$ cat config.mk
export PLATFORM = sky130hd
export DESIGN_NAME = pic_top
export DESIGN_NICKNAME = d
export VERILOG_FILES = /design/src/verilog/pic_arbiter.v /design/src/verilog/pic_top.v
export VERILOG_INCLUDE_DIRS = /design/src /design/src/verilog
export SDC_FILE = /design/constraint.sdc
export NUM_CORES = 1
export LEC_CHECK = 0
export BUFFER_PORTS_ARGS = -buffer_cell sky130_fd_sc_hd__buf_2
export CORE_AREA = 2 2 298 300
export CTS_CLUSTER_SIZE = 20
export DETAILED_ROUTE_END_ITERATION = 16
export DIE_AREA = 0 0 300 302
export SYNTH_ARGS = -nofsm -noshare
export SYNTH_HDL_FRONTEND = slang
export SYNTH_SLANG_ARGS = --single-unit
$ cat constraint.sdc
create_clock -name clk -period 66.1 [get_ports clk]
set_input_delay 6.61 -clock clk [delete_from_list [all_inputs] [get_ports clk]]
set_output_delay 6.61 -clock clk [all_outputs]
set_load 0.01 [all_outputs]
$ cat src/verilog/pic_consts.vh
`ifndef PIC_CONSTS_VH
`define PIC_CONSTS_VH

// ----------------------------------------------------------------------
// Register byte offsets on the AXI4-Lite slave
// ----------------------------------------------------------------------
`define PIC_FLAG_A      8'h00
`define PIC_FLAG_B      8'h04
`define PIC_FLAG_C      8'h08
`define PIC_EN_A        8'h0c
`define PIC_EN_B        8'h10
`define PIC_EN_C        8'h14
`define PIC_PRIO_BASE   8'h18
`define PIC_PRIO_LAST   8'h44
`define PIC_EXC_CTRL    8'h48
`define PIC_EXT_CTRL    8'h4c
`define PIC_CORE_CTRL   8'h50
`define PIC_STATUS      8'h54
`define PIC_TIMED_IRQ_DISABLE_CNT    8'h58
`define PIC_SERVICE     8'h5c

// ----------------------------------------------------------------------
// Field positions and constants
// ----------------------------------------------------------------------
`define PIC_NEST_DIS_BIT 15
`define PIC_TIMED_IRQ_DISABLE_BIT     14
`define PIC_ALT_VT_BIT   15
`define PIC_ADDR_ERR_BIT 3
`define PIC_NUM_SRC      48
`define PIC_NUM_PRIO_REG 12
`define PIC_TIMED_IRQ_DISABLE_LEVEL   4'h6
`define PIC_VEC_LO       24'h000004
`define PIC_VEC_HI       24'h0000fe
`define PIC_IVT_FIRST    24'h000014
`define PIC_ALTERNATE_VECTOR_TABLE_FIRST   24'h000094
`define PIC_RESP_OKAY    2'b00
`define PIC_RESP_SLVERR  2'b10

`endif

$ cat src/verilog/pic_arbiter.v
`include "pic_consts.vh"
`default_nettype none

// ----------------------------------------------------------------------
// Priority arbiter: highest assigned level wins, lower number breaks ties
// ----------------------------------------------------------------------
module pic_arbiter #(
  parameter NSRC = 48
) (
  // Requests and priorities
  input  wire [NSRC-1:0]   req,
  input  wire [4*NSRC-1:0] prio,
  // Result
  output reg               found,
  output reg  [5:0]        win_id,
  output reg  [2:0]        win_prio
);

  integer i;
  reg [2:0] p;

  always @* begin
    found    = 1'b0;
    win_id   = 6'h00;
    win_prio = 3'h0;
    p        = 3'h0;
    // Scanning downward with >= lets the lowest number win a tie.
    for (i = NSRC - 1; i >= 0; i = i - 1) begin
      p = prio[4*i +: 3];
      if (req[i] && (p != 3'h0) && (p >= win_prio)) begin
        found    = 1'b1;
        win_id   = i[5:0];
        win_prio = p;
      end
    end
  end

endmodule

`default_nettype wire

$ cat src/verilog/pic_top.v
`include "pic_consts.vh"
`default_nettype none

module pic_top #(
  parameter NSRC = `PIC_NUM_SRC
) (
  // Clock and reset
  input  wire              clk,
  input  wire              rst_b,
  // Source events and traps, same clock domain
  input  wire [NSRC-1:0]   src_event,
  input  wire [3:0]        trap_event,
  // Core side
  input  wire              timed_irq_disable_start,
  input  wire [13:0]       timed_irq_disable_count,
  input  wire              instr_retire,
  input  wire              irq_ack,
  input  wire              irq_return,
  input  wire              fetch_valid,
  input  wire [23:0]       fetch_addr,
  input  wire              fetch_is_vector,
  input  wire              jump_valid,
  input  wire [23:0]       jump_target,
  input  wire [23:0]       prog_data,
  input  wire [23:0]       pc_seq,
  output reg               irq_req,
  output reg  [5:0]        irq_id,
  output reg  [23:0]       vector_addr,
  output reg  [23:0]       pc_next,
  output reg               addr_err_trap,
  // AXI4-Lite slave
  input  wire [7:0]        s_axi_awaddr,
  input  wire              s_axi_awvalid,
  output reg               s_axi_awready,
  input  wire [31:0]       s_axi_wdata,
  input  wire [3:0]        s_axi_wstrb,
  input  wire              s_axi_wvalid,
  output reg               s_axi_wready,
  output reg  [1:0]        s_axi_bresp,
  output reg               s_axi_bvalid,
  input  wire              s_axi_bready,
  input  wire [7:0]        s_axi_araddr,
  input  wire              s_axi_arvalid,
  output reg               s_axi_arready,
  output reg  [31:0]       s_axi_rdata,
  output reg  [1:0]        s_axi_rresp,
  output reg               s_axi_rvalid,
  input  wire              s_axi_rready
);

  // --------------------------------------------------------------------
  // State
  // --------------------------------------------------------------------
  reg [NSRC-1:0]   flag_reg;
  reg [NSRC-1:0]   enable_reg;
  reg [4*NSRC-1:0] prio_reg;
  reg [15:0]       exc_ctrl_reg;
  reg [15:0]       ext_ctrl_reg;
  reg              ipl_hi_reg;
  reg [2:0]        ipl_lo_reg;
  reg [13:0]       timed_irq_disable_cnt_reg;
  reg              in_service_reg;
  reg [7:0]        aw_reg;
  reg [31:0]       wd_reg;
  reg [3:0]        ws_reg;
  reg              aw_have_reg;
  reg              w_have_reg;
  reg [2:0]        irq_id_prio;

  wire [3:0] cpu_level = {ipl_hi_reg, ipl_lo_reg};
  wire       nest_dis  = exc_ctrl_reg[`PIC_NEST_DIS_BIT];
  wire       timed_irq_disable_on   = (timed_irq_disable_cnt_reg != 14'h0000);

  // --------------------------------------------------------------------
  // Helpers
  // --------------------------------------------------------------------
  function in_vec;
    input [23:0] a;
    begin
      in_vec = (a >= `PIC_VEC_LO) && (a <= `PIC_VEC_HI);
    end
  endfunction

  function [15:0] merge;
    input [15:0] old;
    input [15:0] nw;
    input [1:0]  st;
    integer k;
    begin
      merge = old;
      for (k = 0; k < 2; k = k + 1) begin
        if (st[k]) begin
          merge[8*k +: 8] = nw[8*k +: 8];
        end
      end
    end
  endfunction

  // --------------------------------------------------------------------
  // Arbitration
  // --------------------------------------------------------------------
  wire       arb_found;
  wire [5:0] arb_id;
  wire [2:0] arb_prio;

  pic_arbiter #(.NSRC(NSRC)) u_arb (
    .req      (flag_reg & enable_reg),
    .prio     (prio_reg),
    .found    (arb_found),
    .win_id   (arb_id),
    .win_prio (arb_prio)
  );

  wire [3:0] win_level = {1'b0, arb_prio};
  wire take = arb_found && (win_level > cpu_level)
              && !(nest_dis && in_service_reg)
              && !(timed_irq_disable_on && (win_level <= `PIC_TIMED_IRQ_DISABLE_LEVEL));

  // Vector slot: two program words per vector, alternate table selectable.
  wire [23:0] vec_base = ext_ctrl_reg[`PIC_ALT_VT_BIT] ? `PIC_ALTERNATE_VECTOR_TABLE_FIRST
                                                       : `PIC_IVT_FIRST;
  wire [23:0] vec_addr_now = vec_base + {17'h00000, arb_id, 1'b0};

  // --------------------------------------------------------------------
  // AXI4-Lite write path
  // --------------------------------------------------------------------
  wire       aw_hit  = s_axi_awvalid && s_axi_awready;
  wire       w_hit   = s_axi_wvalid && s_axi_wready;
  wire       aw_ok   = aw_have_reg || aw_hit;
  wire       w_ok    = w_have_reg || w_hit;
  wire [7:0] waddr   = aw_have_reg ? aw_reg : s_axi_awaddr;
  wire [31:0] wdata  = w_have_reg ? wd_reg : s_axi_wdata;
  wire [3:0] wstrb   = w_have_reg ? ws_reg : s_axi_wstrb;
  // Registers are 16 bits wide, so only the two low byte lanes matter.
  wire [15:0] wd16   = wdata[15:0];
  wire [1:0] ws2     = wstrb[1:0];
  wire       do_wr   = aw_ok && w_ok && !s_axi_bvalid;
  wire       wr_prio = (waddr >= `PIC_PRIO_BASE) && (waddr <= `PIC_PRIO_LAST);
  wire [3:0] wr_pidx = waddr[5:2] - 4'h6;
  wire       wr_map  = (waddr <= `PIC_SERVICE) && (waddr[1:0] == 2'b00);

  // Software writes a one to clear a flag; a set from the source wins.
  reg [NSRC-1:0] flag_clr;
  always @* begin
    flag_clr = {NSRC{1'b0}};
    if (do_wr) begin
      case (waddr)
        `PIC_FLAG_A: flag_clr[15:0]  = merge(16'h0000, wd16, ws2);
        `PIC_FLAG_B: flag_clr[31:16] = merge(16'h0000, wd16, ws2);
        `PIC_FLAG_C: flag_clr[NSRC-1:32] = merge(16'h0000, wd16, ws2);
        default:     flag_clr = {NSRC{1'b0}};
      endcase
    end
  end

  always @(posedge clk) begin
    if (!rst_b) begin
      flag_reg       <= {NSRC{1'b0}};
      enable_reg     <= {NSRC{1'b0}};
      prio_reg       <= {4*NSRC{1'b0}};
      exc_ctrl_reg   <= 16'h0000;
      ext_ctrl_reg   <= 16'h0000;
      ipl_hi_reg     <= 1'b0;
      ipl_lo_reg     <= 3'h0;
      timed_irq_disable_cnt_reg   <= 14'h0000;
      in_service_reg <= 1'b0;
      aw_have_reg    <= 1'b0;
      w_have_reg     <= 1'b0;
      aw_reg         <= 8'h00;
      wd_reg         <= 32'h0;
      ws_reg         <= 4'h0;
      s_axi_awready  <= 1'b0;
      s_axi_wready   <= 1'b0;
      s_axi_bvalid   <= 1'b0;
      s_axi_bresp    <= `PIC_RESP_OKAY;
    end else begin
      flag_reg <= (flag_reg & ~flag_clr) | src_event;
      if (trap_event != 4'h0) begin
        exc_ctrl_reg[3:0] <= exc_ctrl_reg[3:0] | trap_event;
      end
      if (addr_err_trap) begin
        exc_ctrl_reg[`PIC_ADDR_ERR_BIT] <= 1'b1;
      end
      if (timed_irq_disable_start) begin
        timed_irq_disable_cnt_reg <= timed_irq_disable_count;
      end else if (timed_irq_disable_on && instr_retire) begin
        timed_irq_disable_cnt_reg <= timed_irq_disable_cnt_reg - 14'h0001;
      end
      if (irq_ack) begin
        in_service_reg <= 1'b1;
        ipl_hi_reg     <= 1'b0;
        ipl_lo_reg     <= irq_id_prio;
      end else if (irq_return) begin
        in_service_reg <= 1'b0;
      end
      s_axi_awready <= !aw_ok && !s_axi_awready;
      s_axi_wready  <= !w_ok && !s_axi_wready;
      if (aw_hit && !do_wr) begin
        aw_have_reg <= 1'b1;
        aw_reg      <= s_axi_awaddr;
      end
      if (w_hit && !do_wr) begin
        w_have_reg <= 1'b1;
        wd_reg     <= s_axi_wdata;
        ws_reg     <= s_axi_wstrb;
      end
      if (s_axi_bvalid && s_axi_bready) begin
        s_axi_bvalid <= 1'b0;
      end
      if (do_wr) begin
        aw_have_reg   <= 1'b0;
        w_have_reg    <= 1'b0;
        s_axi_awready <= 1'b0;
        s_axi_wready  <= 1'b0;
        s_axi_bvalid  <= 1'b1;
        s_axi_bresp   <= wr_map ? `PIC_RESP_OKAY : `PIC_RESP_SLVERR;
        if (wr_prio) begin
          // Bit 3 of each slot is forced to zero.
          prio_reg[16*wr_pidx +: 16] <= merge(16'h0000, wd16, ws2) & 16'h7777;
        end
        case (waddr)
          `PIC_EN_A:   enable_reg[15:0]  <= merge(enable_reg[15:0], wd16, ws2);
          `PIC_EN_B:   enable_reg[31:16] <= merge(enable_reg[31:16], wd16, ws2);
          `PIC_EN_C:   enable_reg[NSRC-1:32] <= merge(enable_reg[NSRC-1:32], wd16, ws2);
          // A trap or address error in the cycle of the write still sets its bit.
          `PIC_EXC_CTRL: exc_ctrl_reg <= merge(exc_ctrl_reg, wd16, ws2)
                                         | {12'h000, trap_event | {addr_err_trap, 3'h0}};
          `PIC_EXT_CTRL: ext_ctrl_reg[15] <= wstrb[1] ? wdata[15] : ext_ctrl_reg[15];
          `PIC_CORE_CTRL: if (!nest_dis && wstrb[0]) ipl_hi_reg <= wdata[3];
          `PIC_STATUS:    if (!nest_dis && wstrb[0]) ipl_lo_reg <= wdata[2:0];
          default: ;
        endcase
      end
    end
  end

  // Priority of the request being acknowledged raises the CPU level.
  always @* begin
    irq_id_prio = prio_reg[4*irq_id +: 3];
  end

  // --------------------------------------------------------------------
  // AXI4-Lite read path
  // --------------------------------------------------------------------
  wire [3:0] rd_pidx = s_axi_araddr[5:2] - 4'h6;
  reg  [31:0] rd_val;
  always @* begin
    rd_val = 32'h0;
    if ((s_axi_araddr >= `PIC_PRIO_BASE) && (s_axi_araddr <= `PIC_PRIO_LAST)) begin
      rd_val = {16'h0, prio_reg[16*rd_pidx +: 16]};
    end else begin
      case (s_axi_araddr)
        `PIC_FLAG_A:    rd_val = {16'h0, flag_reg[15:0]};
        `PIC_FLAG_B:    rd_val = {16'h0, flag_reg[31:16]};
        `PIC_FLAG_C:    rd_val = {16'h0, flag_reg[NSRC-1:32]};
        `PIC_EN_A:      rd_val = {16'h0, enable_reg[15:0]};
        `PIC_EN_B:      rd_val = {16'h0, enable_reg[31:16]};
        `PIC_EN_C:      rd_val = {16'h0, enable_reg[NSRC-1:32]};
        `PIC_EXC_CTRL:  rd_val = {16'h0, exc_ctrl_reg};
        `PIC_EXT_CTRL:  rd_val = {16'h0, ext_ctrl_reg[15], timed_irq_disable_on, 14'h0};
        `PIC_CORE_CTRL: rd_val = {28'h0, ipl_hi_reg, 3'h0};
        `PIC_STATUS:    rd_val = {29'h0, ipl_lo_reg};
        `PIC_TIMED_IRQ_DISABLE_CNT:  rd_val = {18'h0, timed_irq_disable_cnt_reg};
        `PIC_SERVICE:   rd_val = {24'h0, in_service_reg, 1'b0, irq_id};
        default:        rd_val = 32'h0;
      endcase
    end
  end
  wire rd_map = (s_axi_araddr <= `PIC_SERVICE) && (s_axi_araddr[1:0] == 2'b00);

  always @(posedge clk) begin
    if (!rst_b) begin
      s_axi_arready <= 1'b0;
      s_axi_rvalid  <= 1'b0;
      s_axi_rdata   <= 32'h0;
      s_axi_rresp   <= `PIC_RESP_OKAY;
    end else begin
      s_axi_arready <= s_axi_arvalid && !s_axi_arready && !s_axi_rvalid;
      if (s_axi_arvalid && s_axi_arready) begin
        s_axi_rvalid <= 1'b1;
        s_axi_rdata  <= rd_val;
        s_axi_rresp  <= rd_map ? `PIC_RESP_OKAY : `PIC_RESP_SLVERR;
      end else if (s_axi_rvalid && s_axi_rready) begin
        s_axi_rvalid <= 1'b0;
      end
    end
  end

  // --------------------------------------------------------------------
  // Core outputs: request, vector, program counter mux, address errors
  // --------------------------------------------------------------------
  always @(posedge clk) begin
    if (!rst_b) begin
      irq_req       <= 1'b0;
      irq_id        <= 6'h00;
      vector_addr   <= 24'h0;
      pc_next       <= 24'h0;
      addr_err_trap <= 1'b0;
    end else begin
      irq_req     <= take && !irq_ack;
      irq_id      <= arb_id;
      vector_addr <= vec_addr_now;
      pc_next     <= fetch_is_vector ? prog_data : pc_seq;
      // Vector words are reached only by the vector fetch itself.
      addr_err_trap <= (fetch_valid && !fetch_is_vector && in_vec(fetch_addr))
                       || (jump_valid && in_vec(jump_target));
    end
  end

endmodule

`default_nettype wire

---- Yosys cells after proc, flatten, opt, wreduce, memory -nomap -nowiden ----
Cells that the tools add are included.
operators by class
  reduce and logical (&&, ||, !) cells .... 210
  equal/unequal tests ..................... 20
  shift operators ......................... 4
  muxes and demuxes ....................... 194
  bitwise gates (word level) .............. 8
  $lt $le $gt $ge ......................... 60
  add/subtract/negate cells ............... 5
operators by type and width
  kind                         number
  $mux W6                      48
  $bwmux W192                  1
  $pmux W16 S12                1
  $shift A16 B34 Y192 const A  1
  $shiftx A16 B34 Y192         1
  $shiftx A192 B9 Y16          1
  $shiftx A192 B9 Y3           1
  $mux W3                      52
  $reduce_bool A3 Y1           48
  $ge A3 B3 Y1                 47
  $logic_and A1 B1 Y1          126
  $and A48 B48 Y48             2
  $mux W8                      12
  $eq A8 B7 Y1 const B         10
  $mux W16                     5
  $mux W1                      59
  $ge A24 B3 Y1 const B        2
  $le A24 B8 Y1 const B        2
  $mux W48                     1
  $not A48 Y48                 1
  $or A48 B48 Y48              1
  $mux W7                      6
  $neg A8 Y34                  1
  $eq A8 B4 Y1 const B         4
  other kinds (27)             68
word-level totals
  bits in registers ....................... 449
  input bits .............................. 228
  output and inout port bits .............. 97
  word-level logic and storage cells ...... 534

---- Logic depth before layout (Yosys ltp) ----
Gate-level depths: netlist (run 1).
  depth in word-level cells ............... 150
  mapped depth ............................ 364
  gate-level depth less buffers ........... 358

---- By module ----
A second synthesis (run 1) with hierarchy kept.
second synthesis, totals
  cell total of the unflattened synthesis .. 3357
  area, all modules ....................... 27149.8 um^2
by module, submodules not included
  module       cells each  seq. area each (um^2)  times used  area an instance (um^2)
  pic_top      2093        7327.0                 1           19154.6
  pic_arbiter  1264        0.0                    1           7995.2

---- Worst setup path before layout (run 1) ----
No wires, ideal clock.
  path type ............................... flip-flop to flip-flop
  from .................................... register flag_reg[47]
  to ...................................... register irq_req
  buffers on the path ..................... 6
  clock period less this slack ............ 63.855 ns
  required time ........................... 65.968 ns
  slack ................................... 2.245 ns
  setup time .............................. 0.132 ns
  data arrival time ....................... 63.723 ns
  stages on the path, launching flop included .. 351
  cell sequence ........................... dfxtp_1 -> nand3_1 -> ha_1 -> a21o_1 -> a31oi_4 -> o31ai_1 -> o31ai_1 -> ha_1 -> nand2b_1 -> o211a_1 -> o21a_2 -> a21oi_4 -> mux2_2 -> ha_1 -> nand2b_1 -> o211a_2 -> a31o_2 -> nor2_2 -> [315 not listed] -> nor2_1 -> a31oi_1 -> o31ai_2 -> ha_1 -> nand2b_1 -> a21oi_1 -> nor2b_1 -> o21ai_1 -> nand2_1 -> inv_1 -> o221a_2 -> nor2_1 -> ha_1 -> nor2b_1 -> o21a_1 -> o211a_1 -> o31ai_1 -> a311oi_1
between the ends
  cells in the longest elaborated chain, start to end .. 150
  elaborated cells on any way between the ends .. 201
  classes of those cells .................. 49 x order compare; 96 x mux; 1 x bitwise; 55 x reduce/logical
RTL lines
  element                                                  line                          source
  start, declared                                          pic_top.v:54                  reg [NSRC-1:0] flag_reg;
  start signal, assigned                                   pic_top.v:158                 flag_reg <= {NSRC{1'b0}};
  start signal, assigned                                   pic_top.v:177                 flag_reg <= (flag_reg & ~flag_clr) | src_event;
  $and A48 B48 Y48 *                                       pic_top.v:107                 .req (flag_reg & enable_reg),
  $logic_and A1 B1 Y1 * (2 in series)                      pic_arbiter.v:30              if (req[i] && (p != 3'h0) && (p >= win_prio)) begin
  $mux W3                                                  pic_arbiter.v:30
  $ge A3 B3 Y1                                             pic_arbiter.v:30
  $logic_and A1 B1 Y1                                      pic_arbiter.v:30
  $mux W3                                                  pic_arbiter.v:30
  $ge A3 B3 Y1                                             pic_arbiter.v:30
  $logic_and A1 B1 Y1                                      pic_arbiter.v:30
  [133 not listed]                                         --
  $ge A3 B3 Y1                                             pic_arbiter.v:30
  $logic_and A1 B1 Y1                                      pic_arbiter.v:30
  $mux W3                                                  pic_arbiter.v:30
  $gt A3 B4 Y1 or $le A3 B3 Y1 (tied branches)             --
  $logic_and A1 B1 Y1 (on tied branches)                   pic_top.v:115, pic_top.v:117
  $logic_and A1 B1 Y1 or $logic_not A1 Y1 (tied branches)  pic_top.v:116, pic_top.v:117
  $logic_and A1 B1 Y1 *                                    pic_top.v:115                 wire take = arb_found && (win_level > cpu_level)
  $logic_and A1 B1 Y1 *                                    pic_top.v:300                 irq_req <= take && !irq_ack;
  end signal, assigned                                     pic_top.v:300
  end, declared                                            pic_top.v:26                  output reg irq_req,
Mark *: on every way between the ends. The rest lies on a longest branch, timed or not.
A chain may end at the register's enable or synchronous reset.

---- Worst setup path after layout (run 1) ----
Ends and elaborated chain as after synthesis.

==> out/qor.yml, run 1 <==
clock_tree:
  root_buffer: "clkbuf_16"
  numClockSinks: 366
  cts_buffers: 38
  clkTransAtPathRegs_ps: 60
  clock_latency_ps: 580
  cts_hold_buf: 0
  clockBufferDepth: 3
  htreeDepth: 2
  cts_tree: "done"
timing:
  hold_violations: 0
  clock.fmax_ghz: 0.0159
  maxSlewViolCount: 0
  min_period_over_period_pct: 94.9
  hold_slack_ps: 451
  setup_viol: 0
  slew_headroom_pct: 6.84
  period_needed_ps: 62720
  fin_worst_skew_ps: 23.4
  tightestPinTransition_ps: 1390
floorplan:
  coreArea_um2: 87600
  die_h_um: 302
  ios: 325
  initial_utilization_pct: 29.7
  rows: 109
  chipWidth_um: 300
  die_area_um2: 90600
global_route:
  grt_usage_pct: 23.7
  grt_pass1_vias: 25100
  grt_max_degree: 97
  grt_pass1_wl_mm: 163
  use_met2_pct: 36.6
  grt_antenna_before_repair: 4
  top_usage_layer: "met2"
  met1_usage_pct: 29.5
  grt-ovfl-total: 0
  grt_use_met3_pct: 5.47
run:
  cap_violations: 0
yosys:
  ys.flop_type: "dfxtp_1"
  syn_inst: 3278
  synth_cell_type_count: 121
  synth_top_area_share_pct: 28.2
  ys_ff_latch: 366
  avgSynthCellArea_um2: 7.92
  yosysMostFrequentCell: "nor2_1"
  async_reset_ff_share_pct: 0
  syn_area_um2: 26000
  synth_warnings: 0
  synth_area_leaders: "dfxtp_1 28%, nor2_1 7.5%, mux4_2 7.0%"
  synth_top_area_cell: "dfxtp_1"
  seq_area_frac_synth_pct: 28.2
  synthTopCellsByCount: "516 x nor2_1, 366 x dfxtp_1, 269 x a21oi_1"
  synth_edf_count: 0
finish:
  stdcell_area_um2: 31500
  largest_reg_flops: 144
  drive_gt1_share_pct: 24.0
  area_growth_pct: 21.3
  finalNetCount: 3870
placement:
  place.gp.congestion: 0.969
  io_buffer_count: 272
  dp_hpwl_mm: 86.2
  placed_area_um2: 28900
routing:
  wire_per_inst_um: 23.7
  drc: 0
  vias_per_cell: 5.79
  vias: 27600
  drt_wl_total_mm: 113
  ant_nets: 0
  drt_iter0_markers: 2749
  drt-pass1-iter-count: 6
power:
  irDropWorstVdd_mv: 0.0179
  combPwrFrac_pct: 10.8
  p_sw_share_pct: 28.8
  power.density_nw_per_um2: 16.4
  p_int_uw: 368
  power_frac_seq_pct: 45.5
  leakage_uw: 0.0122
  finalPower_uw: 516
  p_sw_uw: 149
  p_clk_share_pct: 43.7
setup_path:
  critPathMaxStageDelay_ps: 420
  crit_buf_inv: 14
  critPathCaptureType: "register"
  startpoint_type: "register"
  cpMaxStageDelayCell: "nor4_2"
  cp_common_cell: "ha_1"
  arrival_ps: 63180
  crit_family: "compound AO/OA/AOI/OAI gates"
  worstSetupPathType: "register to register"
  path_max_fanout: 7
  crit_required_ps: 66560
hold_path:
  hold_path.class: "register to register"
status:
  status: "completed"
-- power groups by stage --
| stage | Combinational [uW] | Clock (uW) | Sequential [uW] |
|---|---|---|---|
| after floorplan | 31.1 | 0 | 235 |
| after detailed placement | 54.3 | 0 | 239 |
| after CTS | 54.5 | 227 | 234 |
| after global routing | 59.1 | 235 | 235 |
| after global placement | 54.0 | 0 | 239 |
| final | 55.7 | 226 | 235 |
-- placed cells by master (no fill, tap or decap), types with 38 or more instances in the layout --
master,instances
nor2_1,511
dfxtp_1,362
buf_2,272
a21oi_1,259
nand2_1,218
buf_4,167
mux2i_1,153
inv_1,149
o21ai_0,136
nor3_1,101
nand3_1,97
mux4_2,81
a211oi_1,71
ha_1,64
and3_1,42
clkbuf_16,38
-- metal layers --
layer	vias up	wire, um	share of wire [%]
li1	12600	-	-
met1	13100	43500	38
met2	1602	48700	43
met3	345	12100	11
met4	0	8780	7.8
met5	-	0	0
-- worst paths after layout --
path | from | end | slack [ps] | cells after the start
max | flag_reg[47] | irq_req | 3380 | 352
min | s_axi_bresp[1] | s_axi_bresp[1] | 450 | 2
max reg2reg | flag_reg[47] | irq_req | 3380 | 352
min reg2reg | s_axi_bresp[1] | s_axi_bresp[1] | 450 | 2
-- area by class of cell --
| class | count | area, um2 |
|---|---|---|
| multi-input cells | 2574 | 18200 |
| well taps | 1165 | 1460 |
| repair buffers | 439 | 2620 |
| clock buffers | 53 | 1080 |
| fillers | 9137 | 56100 |
| inverters | 153 | 589 |
| diodes | 6 | 15.0 |
| clock inverters | 15 | 188 |
| flip-flops and latches | 366 | 7330 |
-- through the flow --
stage	TNS (ps)	setup WS, ps	util (%)	std cells
after floorplan	0	2250	-	3312
after global placement	-1520	-552	33.0	4646
after detailed placement	-5850	-1080	33.0	4646
after CTS	0	55.6	34.6	4720
after global routing	-912	-490	36.0	4768
final	0	3380	36.0	4771
-- worst min-delay path, stage by stage, from the launching register on --
cell and delay (ps):
dfxtp_1 310, nand2_1 50, a21oi_1 50
-- repair_timing --
item / 4_1_cts / 5_1_grt
pin swaps: 1 / 107
endpoints found under the setup margin: 11 / 12
gates resized for setup: 26 / 183
buffers inserted: 6 / 45
-- cell families after synthesis --
kind of cell	count (synthesis)	share of synthesized area (%)
simple gates	1280	23.3
compound gates	906	24.2
buf+inv	372	5.97
flops	366	28.2
mux	260	14.1
fa+ha+maj	79	3.72
xor+xnor	14	0.472
other cells	1	0.0144
Power figures use the tool's default switching activity.
==> inputs of run 2 (changes only) <==
==> constraint.sdc (replaced) <==
create_clock -name clk -period 54.2 [get_ports clk]
set_input_delay 5.42 -clock clk [delete_from_list [all_inputs] [get_ports clk]]
set_output_delay 5.42 -clock clk [all_outputs]
set_load 0.01 [all_outputs]
==> out/qor.yml, run 2 (same netlist as run 1, synthesis figures left out) <==
placement:
  io_buffer_count: 272
  dp_hpwl_mm: 90.4
  place.gp.congestion: 0.992
  placedCellCount: 4843
  placed_area_um2: 31300
power:
  power.density_nw_per_um2: 18.8
  p_sw_share_pct: 27.8
  p_clk_share_pct: 45.6
  leakage_uw: 0.0140
  finalPower_uw: 653
  p_int_uw: 471
  irDropWorstVdd_mv: 0.0269
  p_sw_uw: 182
  combPwrFrac_pct: 10.4
  power_frac_seq_pct: 43.9
timing:
  period_needed_ps: 61010
  tightestPinTransition_ps: 1220
  slew_headroom_pct: 18.2
  rsz0062_at_grt: "yes"
  clock.fmax_ghz: 0.0164
  setup_viol: 12
  hold_violations: 0
  worst_slack_ps: -6810
  fin_worst_skew_ps: 26.2
  maxSlewViolCount: 0
  min_period_over_period_pct: 113
clock_tree:
  root_buffer: "clkbuf_16"
  numClockSinks: 366
  htreeDepth: 2
  cts_buffers: 40
  clkTransAtPathRegs_ps: 60
  clockBufferDepth: 3
  clock_latency_ps: 570
  cts_tree: "done"
global_route:
  grt_pass1_vias: 27200
  grt_pass1_wl_mm: 172
  grt_usage_pct: 24.9
  grt_antenna_before_repair: 8
  grt-ovfl-total: 0
  grt_max_degree: 98
floorplan:
  chipWidth_um: 300
  coreArea_um2: 87600
  rows: 109
  initial_utilization_pct: 29.7
  die_area_um2: 90600
  die_h_um: 302
  ios: 325
finish:
  drive_gt1_share_pct: 33.0
  stdcell_area_um2: 34700
  instances_no_fill: 5081
  area_growth_pct: 33.8
  finalNetCount: 4180
  final_cell_mix: "501 x nor2_1, 462 x buf_4, 360 x dfxtp_1"
  mostFrequentLayoutCell: "nor2_1"
  largest_reg_flops: 144
setup_path:
  critPathMaxStageDelay_ps: 400
  cp_common_cell: "nand2b_4"
  startpoint_type: "register"
  critPathCaptureType: "register"
  cpMaxStageDelayCell: "or3b_4"
  arrival_ps: 61430
  worstSetupPathType: "register to register"
  crit_required_ps: 54620
  path_max_fanout: 5
routing:
  vias: 29100
  wire_per_inst_um: 23.3
  ant_nets: 0
  drt_wl_total_mm: 118
  drt_iter0_markers: 3304
  vias_per_cell: 5.73
  drt-pass1-iter-count: 8
  drc: 0
status:
  violations: "negative setup slack"
  status: "finished with violations"
hold_path:
  hold_path.class: "register to register"
run:
  cap_violations: 0
==> run 2: timing repair <==
item,in CTS,in global routing
gates cloned,0,0
hold buffers,0,0
setup buffers,124,45
resized for setup,93,85
pin swaps,96,89
setup endpoints to repair,12,12
==> run 2: power by group through the flow <==
| stage | Clock [uW] | Combinational, uW | Sequential [uW] |
|---|---|---|---|
| 2_1_floorplan | 0 | 37.9 | 287 |
| 3_3_place_gp | 0 | 65.8 | 292 |
| 3_5_place_dp | 0 | 66.0 | 292 |
| 4_1_cts | 299 | 66.5 | 286 |
| 5_1_grt | 309 | 72.4 | 287 |
| 6_report | 298 | 68.2 | 287 |
==> run 2: area by class of cell <==
| type | instances | area [um2] |
|---|---|---|
| fill | 8971 | 52800 |
| antenna | 3 | 7.51 |
| multi-input combinational | 2574 | 19000 |
| sequential | 366 | 7340 |
| clock buffer | 54 | 1140 |
| tap | 1165 | 1460 |
| clock inverter | 19 | 274 |
| inverter | 153 | 587 |
| timing repair buffer | 747 | 4980 |
==> run 2: final timing paths <==
check                           slack, ps  depth (start not counted)      startpoint        endpoint
worst max-delay path                -6810                        354  enable_reg[47]         irq_req
worst min-delay path                  450                          2  s_axi_bresp[1]  s_axi_bresp[1]
worst max register to register      -6810                        354  enable_reg[47]         irq_req
worst min register to register        450                          2  s_axi_bresp[1]  s_axi_bresp[1]
==> run 2: metrics by stage <==
step | setup TNS, ps | hold slack [ps] | setup WS [ps] | utilization [%]
after global routing | -113520 | 467 | -10110 | 39.7
after floorplan | -52030 | 436 | -4920 | -
after CTS | -66210 | 454 | -5920 | 38.9
final | -75020 | 450 | -6810 | 39.7
after detailed placement | -80080 | 441 | -7220 | 35.7
after global placement | -74000 | 440 | -6710 | 35.7
==> run 2: layer usage <==
layer,GRT usage (%),part of all wire [%]
met2,39.2,44
met3,5.37,10
met5,0,0.044
met1,30.9,38
met4,16.0,7.5
==> run 2: worst max-delay path: cells and delay by family, from the launching register on <==
kind | cells | cell delay [ps]
AOI/OAI and AO/OA | 151 | 25400
adders and majority gates | 54 | 14310
buffers and inverters | 13 | 1290
DFF | 1 | 360
muxes | 12 | 3700
and+or+nand+nor | 124 | 15670
